`src/pin_state_pkg.sv`:
```
// shared constants and types for the pin state controller
package pin_state_pkg;
  // processor condition that decides how pins are driven
  typedef enum logic [2:0] {
    COND_RUN,
    COND_POWER_ON,
    COND_MANUAL,
    COND_STANDBY,
    COND_HW_STANDBY,
    COND_SLEEP,
    COND_RELEASED
  } cond_type;

  localparam int STRAP_W        = 6;   // six mode strap pins
  localparam int CLK_MODE_W     = 3;   // three low straps pick the clock mode
  localparam int PORT_W         = 8;   // data bits 23..16 as port
  localparam int TOP_W          = 2;   // data bits 31..30
  localparam int STROBE_W       = 5;   // row strobe plus four column strobes
  localparam int CTRL_W         = 13;  // chip selects, start, byte writes, read/write
  localparam int SYNC_STAGES    = 3;   // pin input synchroniser depth
  // clock modes in which the system clock pin is an input
  localparam logic [2:0] CLK_MODE_IN_A = 3'h5;
  localparam logic [2:0] CLK_MODE_IN_B = 3'h6;
  localparam logic [5:0] STRAP_RESET   = 6'h00;
endpackage

```
`src/pin_in_sync.sv`:
```
// three-stage synchroniser with agreement filter for one pin input
module pin_in_sync #(
  parameter logic RESET_VAL = 1'b0
) (
  input  wire logic clock,
  input  wire logic resetn,
  input  wire logic pin_in,
  output logic      level
);
  logic s1_r;  // metastable stage, read only by s2
  logic s2_r;
  logic s3_r;

  // shift chain
  always_ff @(posedge clock) begin
    if (!resetn) begin
      s1_r <= RESET_VAL;
      s2_r <= RESET_VAL;
      s3_r <= RESET_VAL;
    end else begin
      s1_r <= pin_in;
      s2_r <= s1_r;
      s3_r <= s2_r;
    end
  end

  // change counts only once stages two and three agree
  always_ff @(posedge clock) begin
    if (!resetn) begin
      level <= RESET_VAL;
    end else if (s2_r == s3_r) begin
      level <= s3_r;
    end
  end
endmodule

```
`src/pin_drive_cell.sv`:
```
// one pin driver: selects output level and enable per drive option
module pin_drive_cell (
  input  wire logic clock,
  input  wire logic resetn,
  input  wire logic as_input,   // pin is an input, not driven
  input  wire logic float_pin,  // pin at high impedance
  input  wire logic force_high, // pin driven high
  input  wire logic force_low,  // pin driven low
  input  wire logic keep,       // hold last driven level
  input  wire logic func_out,   // functional output value
  output logic      pin_out,
  output logic      pin_oe_n
);
  logic last_r;  // last level actually driven

  // register the pin so strobes change only on clock edges
  always_ff @(posedge clock) begin
    if (!resetn) begin
      pin_out  <= 1'b1;
      pin_oe_n <= 1'b1;
      last_r   <= 1'b1;
    end else begin
      if (as_input || float_pin) begin
        pin_oe_n <= 1'b1;
        pin_out  <= last_r;
      end else if (force_high) begin
        pin_oe_n <= 1'b0;
        pin_out  <= 1'b1;
        last_r   <= 1'b1;
      end else if (force_low) begin
        pin_oe_n <= 1'b0;
        pin_out  <= 1'b0;
        last_r   <= 1'b0;
      end else if (keep) begin
        // output held at its last level, no new value taken
        pin_oe_n <= 1'b0;
        pin_out  <= last_r;
      end else begin
        pin_oe_n <= 1'b0;
        pin_out  <= func_out;
        last_r   <= func_out;
      end
    end
  end
endmodule

```
`src/pin_state_control.sv`:
```
// pin drive selection across resets, power-down and bus release
// Function
// clock pin direction follows strap clock mode
// serial clock pin input unless used, then register
// serial transmit pin input unless used, then output
// card enables input, else high or float
// second row strobe output when area2 DRAM used
// standby/release: row strobe float or output by register
// standby card enables float or high by register
// top data bits float unless used as port
// port data bits float or keep by register
// keep mode floats inputs, holds outputs
// strobes float or drive by register, high at reset
// bus controls float, high or driven per state
// timer clock direction by state and register
// every pin has a defined state per condition
// straps latched at power-on, function needs enable
// all drive changes registered, glitch free
module pin_state_control
  import pin_state_pkg::*;
(
  input  wire logic                                 clock,
  input  wire logic                                 resetn,
  input  wire pin_state_pkg::cond_type              condition,
  input  wire logic                                 serial_enable,
  input  wire logic                                 port_enable,
  input  wire logic                                 serial_clock_output_sel,
  input  wire logic                                 card_enable,
  input  wire logic                                 card_float_sel,
  input  wire logic                                 area2_dram_enable,
  input  wire logic                                 strobe_float_sel,
  input  wire logic                                 ctrl_float_sel,
  input  wire logic                                 port_keep_sel,
  input  wire logic                                 timer_clock_output_sel,
  input  wire logic                                 serial_clock_value,
  input  wire logic                                 serial_tx_value,
  input  wire logic [1:0]                           card_enable_value,
  input  wire logic                                 second_row_strobe_value,
  input  wire logic [pin_state_pkg::STROBE_W-1:0]   strobe_value,
  input  wire logic [pin_state_pkg::CTRL_W-1:0]     ctrl_value,
  input  wire logic [pin_state_pkg::TOP_W-1:0]      top_data_value,
  input  wire logic [pin_state_pkg::PORT_W-1:0]     port_value,
  input  wire logic [pin_state_pkg::PORT_W-1:0]     port_dir_out,
  input  wire logic                                 timer_clock_value,
  input  wire logic                                 system_clock_value,
  input  wire logic [pin_state_pkg::STRAP_W-1:0]    strap_pin_in,
  output logic [pin_state_pkg::STRAP_W-1:0]         strap_latched,
  output logic [pin_state_pkg::CLK_MODE_W-1:0]      clock_mode_straps,
  output logic                                      system_clock_pin_out,
  output logic                                      system_clock_pin_oe_n,
  output logic                                      strap0_serial_clock_pin_out,
  output logic                                      strap0_serial_clock_pin_oe_n,
  output logic                                      strap1_serial_transmit_pin_out,
  output logic                                      strap1_serial_transmit_pin_oe_n,
  output logic                                      strap3_card_enable_a_pin_out,
  output logic                                      strap3_card_enable_a_pin_oe_n,
  output logic                                      strap4_card_enable_b_pin_out,
  output logic                                      strap4_card_enable_b_pin_oe_n,
  output logic                                      strap5_second_row_strobe_pin_out,
  output logic                                      strap5_second_row_strobe_pin_oe_n,
  output logic [pin_state_pkg::STROBE_W-1:0]        strobe_pin_out,
  output logic [pin_state_pkg::STROBE_W-1:0]        strobe_pin_oe_n,
  output logic [pin_state_pkg::CTRL_W-1:0]          ctrl_pin_out,
  output logic [pin_state_pkg::CTRL_W-1:0]          ctrl_pin_oe_n,
  output logic [pin_state_pkg::TOP_W-1:0]           top_data_pin_out,
  output logic [pin_state_pkg::TOP_W-1:0]           top_data_pin_oe_n,
  output logic [pin_state_pkg::PORT_W-1:0]          port_pin_out,
  output logic [pin_state_pkg::PORT_W-1:0]          port_pin_oe_n,
  output logic                                      timer_clock_pin_out,
  output logic                                      timer_clock_pin_oe_n
);
  import pin_state_pkg::*;

  logic [STRAP_W-1:0] strap_sync;   // filtered strap levels
  logic               por_seen_r;   // strap capture done
  logic               in_por;       // power-on reset condition
  logic               in_manual;
  logic               in_standby;   // software or hardware standby
  logic               in_hw_stby;
  logic               in_sleep;
  logic               in_release;
  logic               clk_is_input; // clock mode makes clock pin an input

  // synchronise each strap pin with the agreement filter
  genvar gi;
  for (gi = 0; gi < STRAP_W; gi++) begin : g_strap_sync
    pin_in_sync #(.RESET_VAL(1'b0)) u_sync (
      .clock  (clock),
      .resetn (resetn),
      .pin_in (strap_pin_in[gi]),
      .level  (strap_sync[gi])
    );
  end

  // condition decode
  always_comb begin
    in_por     = (condition == COND_POWER_ON);
    in_manual  = (condition == COND_MANUAL);
    in_hw_stby = (condition == COND_HW_STANDBY);
    in_standby = (condition == COND_STANDBY) || in_hw_stby;
    in_sleep   = (condition == COND_SLEEP);
    in_release = (condition == COND_RELEASED);
  end

  // straps follow the pins during power-on reset and freeze after it
  always_ff @(posedge clock) begin
    if (!resetn) begin
      strap_latched <= STRAP_RESET;
      por_seen_r    <= 1'b0;
    end else if (in_por) begin
      strap_latched <= strap_sync;
      por_seen_r    <= 1'b1;
    end
  end

  assign clock_mode_straps = strap_latched[CLK_MODE_W-1:0];
  // only some clock modes take the clock in from outside
  assign clk_is_input = (clock_mode_straps == CLK_MODE_IN_A) ||
                        (clock_mode_straps == CLK_MODE_IN_B);

  // per-pin drive option vectors; strap pins are inputs until enabled
  logic sck_in, sck_hi;
  logic txd_in;
  logic card_in, card_z, card_hi;
  logic ras2_in, ras2_z;
  logic strb_z, strb_hi;
  logic ctl_z, ctl_hi;
  logic top_z;
  logic port_z, port_keep;
  logic timer_clock_pin_in, timer_clock_pin_z, timer_clock_pin_lo;
  logic sys_in;

  always_comb begin
    // clock pin direction by strap mode in every condition
    sys_in  = clk_is_input;
    // serial clock: input unless sleep/release with function in use and output selected
    sck_in  = !((in_sleep || in_release) && (serial_enable || port_enable) &&
                serial_clock_output_sel);
    sck_hi  = 1'b0;
    // serial transmit: driven only in sleep/release when used
    txd_in  = !((in_sleep || in_release) &&
                (serial_enable || port_enable));
    // card enables
    card_in = !card_enable || in_por || !por_seen_r;
    card_hi = 1'b0;
    card_z  = 1'b0;
    if (in_manual || in_sleep) begin
      card_hi = 1'b1;
    end else if (in_release) begin
      card_z  = 1'b1;
    end else if (in_standby) begin
      card_z  = card_float_sel;
      card_hi = !card_float_sel;
    end
    // second row strobe
    ras2_in = !area2_dram_enable || in_por || !por_seen_r;
    ras2_z  = (in_standby || in_release) && strobe_float_sel;
    // row and column strobes
    strb_hi = in_por;
    strb_z  = (in_standby || in_release) && strobe_float_sel;
    // chip selects, start, byte writes, read/write
    ctl_hi  = in_por || in_sleep || (in_standby && !ctrl_float_sel);
    ctl_z   = in_release || (in_standby && ctrl_float_sel);
    // top data bits float except when used as port
    top_z   = in_por || !port_enable;
    // port bits float; keep mode by register when used as port
    port_z    = in_por || !port_enable || in_release || in_standby ||
                in_manual || in_sleep;
    port_keep = port_enable && port_keep_sel && !in_por &&
                (condition != COND_RUN);
    // timer clock
    timer_clock_pin_z  = in_por || in_manual;
    timer_clock_pin_in = !timer_clock_pin_z && !in_hw_stby && !timer_clock_output_sel;
    timer_clock_pin_lo = in_hw_stby && timer_clock_output_sel;
    if (in_hw_stby && !timer_clock_output_sel) begin
      timer_clock_pin_in = 1'b1;
    end
  end

  // every pin passes a registered drive cell so no strobe glitches
  pin_drive_cell u_sys (
    .clock(clock), .resetn(resetn), .as_input(sys_in), .float_pin(1'b0),
    .force_high(1'b0), .force_low(1'b0), .keep(1'b0), .func_out(system_clock_value),
    .pin_out(system_clock_pin_out), .pin_oe_n(system_clock_pin_oe_n));
  pin_drive_cell u_sck (
    .clock(clock), .resetn(resetn), .as_input(sck_in), .float_pin(1'b0),
    .force_high(sck_hi), .force_low(1'b0), .keep(1'b0), .func_out(serial_clock_value),
    .pin_out(strap0_serial_clock_pin_out), .pin_oe_n(strap0_serial_clock_pin_oe_n));
  pin_drive_cell u_txd (
    .clock(clock), .resetn(resetn), .as_input(txd_in), .float_pin(1'b0),
    .force_high(1'b0), .force_low(1'b0), .keep(1'b0), .func_out(serial_tx_value),
    .pin_out(strap1_serial_transmit_pin_out), .pin_oe_n(strap1_serial_transmit_pin_oe_n));
  pin_drive_cell u_cea (
    .clock(clock), .resetn(resetn), .as_input(card_in), .float_pin(card_z),
    .force_high(card_hi), .force_low(1'b0), .keep(1'b0), .func_out(card_enable_value[0]),
    .pin_out(strap3_card_enable_a_pin_out), .pin_oe_n(strap3_card_enable_a_pin_oe_n));
  pin_drive_cell u_ceb (
    .clock(clock), .resetn(resetn), .as_input(card_in), .float_pin(card_z),
    .force_high(card_hi), .force_low(1'b0), .keep(1'b0), .func_out(card_enable_value[1]),
    .pin_out(strap4_card_enable_b_pin_out), .pin_oe_n(strap4_card_enable_b_pin_oe_n));
  pin_drive_cell u_ras2 (
    .clock(clock), .resetn(resetn), .as_input(ras2_in), .float_pin(ras2_z),
    .force_high(1'b0), .force_low(1'b0), .keep(1'b0),
    .func_out(second_row_strobe_value),
    .pin_out(strap5_second_row_strobe_pin_out),
    .pin_oe_n(strap5_second_row_strobe_pin_oe_n));
  pin_drive_cell u_timer_clock_pin (
    .clock(clock), .resetn(resetn), .as_input(timer_clock_pin_in), .float_pin(timer_clock_pin_z),
    .force_high(1'b0), .force_low(timer_clock_pin_lo), .keep(1'b0), .func_out(timer_clock_value),
    .pin_out(timer_clock_pin_out), .pin_oe_n(timer_clock_pin_oe_n));

  // row and column strobes
  for (gi = 0; gi < STROBE_W; gi++) begin : g_strobe
    pin_drive_cell u_cell (
      .clock(clock), .resetn(resetn), .as_input(1'b0), .float_pin(strb_z),
      .force_high(strb_hi), .force_low(1'b0), .keep(1'b0), .func_out(strobe_value[gi]),
      .pin_out(strobe_pin_out[gi]), .pin_oe_n(strobe_pin_oe_n[gi]));
  end

  // bus control outputs
  for (gi = 0; gi < CTRL_W; gi++) begin : g_ctrl
    pin_drive_cell u_cell (
      .clock(clock), .resetn(resetn), .as_input(1'b0), .float_pin(ctl_z),
      .force_high(ctl_hi), .force_low(1'b0), .keep(1'b0), .func_out(ctrl_value[gi]),
      .pin_out(ctrl_pin_out[gi]), .pin_oe_n(ctrl_pin_oe_n[gi]));
  end

  // top data bits as general port
  for (gi = 0; gi < TOP_W; gi++) begin : g_top
    pin_drive_cell u_cell (
      .clock(clock), .resetn(resetn), .as_input(1'b0), .float_pin(top_z),
      .force_high(1'b0), .force_low(1'b0), .keep(1'b0), .func_out(top_data_value[gi]),
      .pin_out(top_data_pin_out[gi]), .pin_oe_n(top_data_pin_oe_n[gi]));
  end

  // port bits: keep floats inputs and holds outputs
  for (gi = 0; gi < PORT_W; gi++) begin : g_port
    pin_drive_cell u_cell (
      .clock(clock), .resetn(resetn),
      .as_input(!port_dir_out[gi] && port_enable && !in_por),
      .float_pin(port_z && !(port_keep && port_dir_out[gi])),
      .force_high(1'b0), .force_low(1'b0),
      .keep(port_keep && port_dir_out[gi]),
      .func_out(port_value[gi]),
      .pin_out(port_pin_out[gi]), .pin_oe_n(port_pin_oe_n[gi]));
  end
endmodule

```
`config.mk`:
```
export PLATFORM = sky130hd
export DESIGN_NAME = pin_state_control
export DESIGN_NICKNAME = d
export VERILOG_FILES = /design/src/pin_state_pkg.sv /design/src/pin_in_sync.sv /design/src/pin_drive_cell.sv /design/src/pin_state_control.sv
export SDC_FILE = /design/constraint.sdc
export NUM_CORES = 1
export LEC_CHECK = 0
export BUFFER_PORTS_ARGS = -buffer_cell sky130_fd_sc_hd__buf_2
export CORE_MARGIN = 3
export CORE_UTILIZATION = 51
export CTS_CLUSTER_DIAMETER = 120
export DETAILED_ROUTE_END_ITERATION = 8
export PLACE_DENSITY = 0.77
export SLEW_MARGIN = 20
export SYNTH_ARGS = -nofsm -noshare
export SYNTH_HDL_FRONTEND = slang
export SYNTH_HIERARCHICAL = 1
export SYNTH_SLANG_ARGS = --single-unit
```
`constraint.sdc`:
```
create_clock -name clock -period 2.1 [get_ports clock]
set_input_delay 0.105 -clock clock [delete_from_list [all_inputs] [get_ports clock]]
set_output_delay 0.105 -clock clock [all_outputs]
set_load 0.02 [all_outputs]
```
==> impl_metrics.env, run 1 <==
export IMPL_synthTopCellsByArea="dfxtp_1, o31ai_2, nor2b_1"
export IMPL_maximum_number_of_pins_on_one_net_before_global_route_repair=102
export IMPL_std_cell_rows=33
export IMPL_worst_ir_drop_vdd_v=0.000361
export IMPL_postLayoutSetupSlackWorst_ps=770
export IMPL_preCtsSetupSlack_ps=350
export IMPL_yosys_register_bits=101
export IMPL_setup_tns_ps=0
export IMPL_crit_path_max_fanout=20
export IMPL_synthFlopType="dfxtp_1"
export IMPL_hpwl_um=7790
export IMPL_post_synth_num_cell_types=33
export IMPL_number_of_warnings_reported_in_the_yosys_synthesis_log=6
export IMPL_cts_tree="built"
export IMPL_cts_path_max_buffers=2
export IMPL_fin_worst_skew_ps=8.04
export IMPL_global_route_wire_length_before_repair_um=17900
export IMPL_worst_hold_slack_ps=102
export IMPL_clock_latency_at_the_later_pin_of_the_worst_skew_pair_ps=370
export IMPL_drive_gt1_share_pct=25.1
export IMPL_syn_to_final_growth_pct=40.5
export IMPL_cts_root_buf="clkbuf_8"
export IMPL_worst_slew_margin_rel_pct=34.4
export IMPL_finalHoldViolations=0
export IMPL_cts_num_sinks=101
export IMPL_overflow=0
export IMPL_die_area_sq_um=9800
export IMPL_area_fraction_of_the_dominant_cell_type_after_synthesis_pct=45.8
export IMPL_antenna_left=0
export IMPL_route_final_wire_length_um=10800
export IMPL_proportion_of_synthesized_flip_flops_having_asynchronous_set_or_reset_pct=0
export IMPL_critPathCaptureType="flop"
export IMPL_worst_setup_path_type="primary input to flop"
export IMPL_finalSetupViolCount=0
export IMPL_cts_inserted_buffers=9
export IMPL_leakage_nw=2.93
export IMPL_seq_area_frac_synth_pct=45.8
export IMPL_postCtsResizedCells=0
export IMPL_max_clock_freq_ghz=0.752
export IMPL_slew_at_the_pin_with_the_worst_max_slew_slack_ps=984
export IMPL_design_portCount=143
export IMPL_route_detailed_vias_per_inst=4.57
export IMPL_clk_pin_slew_ps=100
export IMPL_wire_per_inst_um=11.6
export IMPL_powerDensity_nw_per_um2=647
export IMPL_numPortBuffers=142
export IMPL_routabilityCongestion=0.869
export IMPL_netlist_instances=482
export IMPL_final_min_clock_period_ps=1330
export IMPL_grt_antenna_before_repair=1
export IMPL_netlist_top_cell_by_area="dfxtp_1"
export IMPL_synth_edff_count=0
export IMPL_required_ps=2400
export IMPL_detail_route_drc_violations=0
export IMPL_die_w_um=99.0
export IMPL_die_h_um=99.0
export IMPL_mostFrequentLayoutCell="conb_1"
export IMPL_drv_slew=0
export IMPL_nets=881
export IMPL_cap_violations=0
export IMPL_worstHoldPathType="primary input to flop"
export IMPL_netlist_area_sq_um=4410
export IMPL_finalCritPeriodShare_pct=63.3
export IMPL_startpoint_type="primary input"
export IMPL_setup_repair_after_global_routing_missed_its_margin="false"
export IMPL_global_route_usage_total_pct=22.3
export IMPL_status="finished clean"
export IMPL_via_count_of_the_first_global_routing_pass=3991
export IMPL_initialDrtViolationCount=195
export IMPL_cts_htree_levels=3
export IMPL_coreArea_sq_um=8300
export IMPL_initial_core_util_pct=53.2
export IMPL_layout_cells_most_common_list="conb_1, buf_2, dfxtp_1, nand2_1, nor2_1"
export IMPL_fillCellCount=674
export IMPL_average_cell_area_after_synthesis_sq_um=9.16
export IMPL_routed_via_count=4242
export IMPL_arrival_ps=1630
export IMPL_dr_pass1_iters=8
flip-flops by register name, indices dropped and copies added (netlist names), 5 cells and up:
name / cells
g_port.u_cell/pin_oe_n: 8
g_strap_sync.u_sync/s2_r: 6
g_ctrl.u_cell/last_r: 13
strap_latched: 6
g_strap_sync.u_sync/level: 6
g_strap_sync.u_sync/s1_r: 6
g_strap_sync.u_sync/s3_r: 6
g_port.u_cell/last_r: 8
g_strobe.u_cell/last_r: 5
g_ctrl.u_cell/pin_oe_n: 13
g_strobe.u_cell/pin_oe_n: 5
timing repair:
item / in CTS / in global routing
setup buffers: 0 / 0
hold endpoints to repair: 6 / 0
endpoints found under the setup margin: 0 / 0
hold buffers: 6 / 0
routing by layer:
layer | routed length, um | GRT usage [%] | vias to the layer above
li1 | - | - | 2186
met1 | 4580 | 27.1 | 1936
met2 | 5260 | 37.9 | 108
met3 | 776 | 6.72 | 12
met4 | 150 | 6.93 | 0
met5 | 0 | 0 | -
power by group:
group	internal [W]	switching (W)	total (W)
Clock	0.000472	0.000751	0.00122
Sequential	0.00201	0.0000469	0.00206
Combinational	0.000300	0.000429	0.000729
Total	0.00279	0.00123	0.00401
path summary, 6_finish.rpt:
path,start,end,slack [ps],depth (start not counted)
setup reg to reg,strap_latched[0],u_sys/last_r,970,4
hold reg to reg,g_strap_sync[4].u_sync/s1_r,g_strap_sync[4].u_sync/s2_r,430,1
hold / removal,area2_dram_enable,u_ras2/pin_oe_n,100,4
setup / recovery,condition[2],g_ctrl[10].u_cell/last_r,770,5
area by class of cell:
type                       instances  area (sq um)  share of cell area (%)
sequential                       101          2020                    32.6
clock buffer                       9           124                    2.00
inverter                           3          11.3                   0.182
antenna                            1          2.50                  0.0404
tap                              105           131                    2.12
multi-input combinational        548          2990                    48.3
timing repair buffer             154           841                    13.6
clock inverter                     7          75.1                    1.21
synthesized netlist by cell type, types with 6 or more instances:
master	count
nor3b_1	35
o21ai_0	37
o31ai_2	35
nor2b_1	44
nand3_1	38
and2_2	6
a22o_1	10
a21boi_1	6
nor2_1	47
dfxtp_1	101
and2_1	21
o21ai_1	6
mux2i_1	6
a221o_1	8
nand2_1	51
metrics by stage:
stage                     cells  total power [W]  instance area, sq um  utilization (%)
after global placement      905          0.00279                  5940             71.6
after detailed placement    905          0.00281                  5940             71.6
after floorplan             664          0.00256                  5100                -
after global routing        928          0.00423                  6200             74.7
after CTS                   927          0.00405                  6200             74.7
final                       928          0.00401                  6200             74.7
kinds of logic after synthesis:
family,Yosys count,synth area share [%]
mux,6,1.36
other cells,1,0.0850
buf+inv,15,1.81
simple gates,247,29.6
flops,101,45.8
xor+xnor,2,0.397
compound gates,110,20.9
critical path, cell delays in order:
cell	delay [ps]
buf_2	270
a21oi_1	100
o2bb2ai_1	790
o21ai_0	220
nand3_1	130
Power figures use the tool's default switching activity.
==> inputs of run 2 (changes only) <==
Clock period 2.1 ns to 1.32 ns, I/O delays scaled along.
==> impl_metrics.env, run 2 (synthesized netlist as in run 1, its figures left out) <==
export IMPL_status="finished clean"
export IMPL_fillCellCount=648
export IMPL_finalSetupViolCount=0
export IMPL_die_h_um=99.0
export IMPL_leakage_nw=3.08
export IMPL_worst_r2r_startpoint="strap_latched[0]"
export IMPL_die_area_sq_um=9800
export IMPL_hold_start="timer_clock_output_sel"
export IMPL_worst_hold_slack_ps=66.2
export IMPL_max_clock_freq_ghz=0.863
export IMPL_postLayoutSetupSlackWorst_ps=161
export IMPL_antenna_left=0
export IMPL_preCtsSetupSlack_ps=-165
export IMPL_clock_latency_at_the_later_pin_of_the_worst_skew_pair_ps=360
export IMPL_arrival_ps=1390
export IMPL_std_cell_rows=33
export IMPL_worst_setup_path_type="flop to flop"
export IMPL_r2r_setup_slack_ps=160
export IMPL_drv_slew=0
export IMPL_finalCritPeriodShare_pct=87.8
export IMPL_timing_hold_worst_endpoint="u_timer_clock_pin/pin_oe_n"
export IMPL_total_setup_buffers_inserted_after_cts=0
export IMPL_ctsHoldBuffers=6
export IMPL_crit_path_max_fanout=4
export IMPL_die_w_um=99.0
export IMPL_powerDensity_nw_per_um2=990
export IMPL_global_route_usage_total_pct=22.8
export IMPL_maximum_number_of_pins_on_one_net_before_global_route_repair=102
export IMPL_fin_area_sq_um=6450
export IMPL_critPathCaptureType="flop"
export IMPL_cts_root_buf="clkbuf_8"
export IMPL_cap_violations=0
export IMPL_routed_via_count=4325
export IMPL_finalHoldViolations=0
export IMPL_final_min_clock_period_ps=1160
export IMPL_initialDrtViolationCount=132
export IMPL_startpoint_type="flop"
export IMPL_cts_htree_levels=3
export IMPL_clk_pin_slew_ps=100
export IMPL_timing_hold_worst_path_depth=4
export IMPL_cts_path_max_buffers=2
export IMPL_placedInstanceArea_sq_um=6210
export IMPL_setup_repair_after_global_routing_missed_its_margin="false"
export IMPL_dr_pass1_iters=4
export IMPL_required_ps=1550
export IMPL_global_route_wire_length_before_repair_um=18500
export IMPL_fin_worst_skew_ps=8.02
export IMPL_nets=912
export IMPL_syn_to_final_growth_pct=46.2
export IMPL_design_portCount=143
export IMPL_layout_cells_most_common_list="conb_1, buf_2, dfxtp_1, nand2_1, nor2_1"
export IMPL_overflow=0
export IMPL_r2r_end="u_sys/last_r"
export IMPL_n_antenna_cell=0
export IMPL_numPortBuffers=142
export IMPL_hpwl_um=8340
export IMPL_coreArea_sq_um=8300
export IMPL_drive_gt1_share_pct=28.1
export IMPL_grt_antenna_before_repair=1
export IMPL_wire_per_inst_um=11.5
export IMPL_route_detailed_vias_per_inst=4.51
export IMPL_cts_tree="built"
export IMPL_ff2ff_path_depth=4
export IMPL_worst_ir_drop_vdd_v=0.000805
export IMPL_cts_inserted_buffers=9
export IMPL_top_regs="g_ctrl.u_cell/last_r x13, g_ctrl.u_cell/pin_oe_n x13"
export IMPL_postCtsResizedCells=0
export IMPL_cts_num_sinks=101
export IMPL_routabilityCongestion=0.849
export IMPL_mostFrequentLayoutCell="conb_1"
export IMPL_via_count_of_the_first_global_routing_pass=4260
export IMPL_initial_core_util_pct=53.2
export IMPL_worstHoldPathType="primary input to flop"
export IMPL_detail_route_drc_violations=0
export IMPL_route_final_wire_length_um=11000
## run 2: power by group
group	switching, W	leakage (nW)	internal (W)
registers	0.0000731	0.831	0.00320
logic	0.000705	2.17	0.000551
clock network	0.00113	0.0869	0.000724
## run 2: final cells by class
| class | count | area [sq um] | area share, % |
|---|---|---|---|
| tap | 105 | 131 | 2.04 |
| inverter | 3 | 11.3 | 0.175 |
| multi-input combinational | 548 | 3030 | 47.0 |
| clock buffer | 10 | 128 | 1.98 |
| timing repair buffer | 185 | 1070 | 16.6 |
| sequential | 101 | 2020 | 31.3 |
| clock inverter | 6 | 55.1 | 0.853 |
## run 2: how the worst max path moves through the flow
stage / start / end / slack, ps / depth (start not counted)
after floorplan: condition[2] / g_ctrl[0].u_cell/last_r / -5 / 6
after CTS: strap_latched[0] / u_sys/last_r / 140 / 4
final: strap_latched[0] / u_sys/last_r / 160 / 4
after detailed placement: port_keep_sel / g_port[0].u_cell/last_r / -160 / 6
after global placement: condition[1] / u_ras2/last_r / -90 / 7
after global routing: strap_latched[1] / u_sys/last_r / 60 / 5
## run 2: worst max-delay path, stage by stage, from the launching register on
cell and delay (ps):
dfxtp_1 350, xor2_1 170, and2_1 190, o31ai_2 210, nand3_1 110
## run 2: per-layer routing
metal	track usage (%)	routed length [um]
met5	0	13
met4	8.40	239
met3	6.72	748
met2	40.5	5460
met1	25.6	4530
## run 2: stage by stage
step	TNS, ps	instances	utilization [%]	total power, W
detailed placement	-4670	936	74.8	0.00457
global route	0	958	77.7	0.00673
global placement	-2060	936	74.8	0.00453
CTS	0	958	77.7	0.00644
finish	0	958	77.7	0.00638
floorplan	-9.62	664	-	0.00409
==> inputs of run 3 (changes only) <==
Settings changed: SETUP_SLACK_MARGIN from default to 0.3.
==> impl_metrics.env, run 3 (synthesized netlist as in run 1, its figures left out) <==
export IMPL_top_regs="g_ctrl.u_cell/last_r x13, g_ctrl.u_cell/pin_oe_n x13"
export IMPL_cap_violations=0
export IMPL_worst_ir_drop_vdd_v=0.000635
export IMPL_final_min_clock_period_ps=1070
export IMPL_wire_per_inst_um=11.9
export IMPL_cts_htree_levels=3
export IMPL_cts_inserted_buffers=9
export IMPL_global_routing_usage_on_met2_pct=44.0
export IMPL_std_cell_rows=33
export IMPL_power_share_switching_pct=30.7
export IMPL_maximum_number_of_pins_on_one_net_before_global_route_repair=54
export IMPL_placedInstanceArea_sq_um=6380
export IMPL_finalCritPeriodShare_pct=80.9
export IMPL_crit_path_cell_trace="xor2_1 -> and2_4 -> nor2_2 -> o21ai_0 -> nand3_1"
export IMPL_finalSetupViolCount=0
export IMPL_cts_tree="built"
export IMPL_critical_path_top_delay_family="flip-flops"
export IMPL_initial_core_util_pct=53.2
export IMPL_standard_cell_with_the_maximum_stage_delay_on_the_critical_path="dfxtp_4"
export IMPL_global_route_wire_length_before_repair_um=19100
export IMPL_postLayoutSetupSlackWorst_ps=253
export IMPL_initialDrtViolationCount=95
export IMPL_max_stage_delay_ps=380
export IMPL_max_clock_freq_ghz=0.937
export IMPL_via_count_of_the_first_global_routing_pass=4411
export IMPL_worst_setup_path_type="flop to flop"
export IMPL_startpoint_type="flop"
export IMPL_overflow=0
export IMPL_preCtsSetupSlack_ps=-129
export IMPL_worstHoldPathType="primary input to flop"
export IMPL_finalHoldViolations=0
export IMPL_arrival_ps=1390
export IMPL_critPathCaptureType="flop"
export IMPL_antenna_left=0
export IMPL_power_internal_w=0.00455
export IMPL_setup_repair_after_global_routing_missed_its_margin="true"
export IMPL_route_detailed_vias_per_inst=4.57
export IMPL_die_w_um=99.0
export IMPL_placed_cells_incl_taps=937
export IMPL_routabilityCongestion=0.790
export IMPL_fillCellCount=563
export IMPL_clk_pin_slew_ps=110
export IMPL_detail_route_drc_violations=0
export IMPL_numPortBuffers=142
export IMPL_die_area_sq_um=9800
export IMPL_design_portCount=143
export IMPL_grt_antenna_before_repair=0
export IMPL_die_h_um=99.0
export IMPL_syn_to_final_growth_pct=54.9
export IMPL_drv_slew=0
export IMPL_required_ps=1640
export IMPL_cts_path_max_buffers=2
export IMPL_layout_cells_most_common_list="conb_1, buf_2, dfxtp_1, nand2_1, nor2b_1"
export IMPL_nets=919
export IMPL_grt_busiest_layer="met2"
export IMPL_cts_root_buf="clkbuf_8"
export IMPL_share_of_power_burned_in_combinational_logic_pct=20.9
export IMPL_p_clk_share_pct=29.2
export IMPL_hpwl_um=8480
export IMPL_grt_util_met1_pct=26.0
export IMPL_route_final_wire_length_um=11400
export IMPL_power_sequential_fraction_pct=49.9
export IMPL_clock_latency_at_the_later_pin_of_the_worst_skew_pair_ps=370
export IMPL_mostFrequentLayoutCell="conb_1"
export IMPL_n_antenna_cell=0
export IMPL_cts_num_sinks=101
export IMPL_fin_worst_skew_ps=10.8
export IMPL_global_route_usage_total_pct=23.9
export IMPL_report_power_total_w=0.00657
export IMPL_stdcell_count=965
export IMPL_status="finished clean"
export IMPL_coreArea_sq_um=8300
export IMPL_fin_area_sq_um=6830
export IMPL_drive_gt1_share_pct=34.1
export IMPL_utilization_pct=82.3
export IMPL_routed_via_count=4406
export IMPL_dr_pass1_iters=4
export IMPL_critical_path_buf_inv_count=0
export IMPL_met3_usage_pct=6.65
export IMPL_powerDensity_nw_per_um2=961
export IMPL_p_switching_w=0.00202
export IMPL_crit_path_max_fanout=4
export IMPL_leakage_nw=3.18
-- run 3: cell types whose count changed in the layout (fill, tap and decap cells not counted), sizes merged --
cell and change:
a22o +1, buf +2, clkinv +2, clkinvlp -1, dlygate4sd3 +2, nand2 +1
-- run 3: power groups by stage --
stage | sequential [W] | clock, W | combinational, W
2_1_floorplan | 0.00350 | 0 | 0.000639
3_3_place_gp | 0.00334 | 0 | 0.00124
3_5_place_dp | 0.00334 | 0 | 0.00128
4_1_cts | 0.00327 | 0.00196 | 0.00132
5_1_grt | 0.00329 | 0.00209 | 0.00151
6_report | 0.00328 | 0.00192 | 0.00137
-- run 3: worst paths after layout --
kind                                                   from                           to  slack, ps  cells past startpoint
worst max-delay path                       strap_latched[1]                 u_sys/last_r        250                      5
worst min-delay path                                 resetn                 u_sys/last_r         10                      2
worst max register to register             strap_latched[1]                 u_sys/last_r        250                      5
worst min register to register  g_strap_sync[0].u_sync/s1_r  g_strap_sync[0].u_sync/s2_r        440                      1
-- run 3: layout make-up --
cell class / instances / area, sq um / area share (%)
Clock buffer: 9 / 124 / 1.81
Clock inverter: 7 / 68.8 / 1.01
Inverter: 3 / 11.3 / 0.165
Multi-Input combinational cell: 550 / 3250 / 47.5
Sequential cell: 101 / 2040 / 29.9
Tap cell: 105 / 131 / 1.92
Timing Repair Buffer: 190 / 1210 / 17.7
-- run 3: metal layers --
metal / routed length, um / part of all wire, %
met5: 0 / 0
met4: 203 / 1.8
met3: 798 / 7.0
met2: 5810 / 51
met1: 4630 / 40
-- run 3: stage by stage --
step	setup TNS (ps)	hold slack, ps
6_report	0	9.98
5_1_grt	0	13.4
4_1_cts	0	4.11
3_5_place_dp	-3120	278
3_3_place_gp	-1480	270
2_1_floorplan	0	128
-- run 3: repair_timing --
item | CTS | global route
gates cloned | 2 | 0
buffers inserted | 0 | 2
hold buffers | 8 | 0
pin swaps | 1 | 15
setup endpoints to repair | 16 | 26
endpoints found under the hold margin | 8 | 0
gates resized for setup | 8 | 43
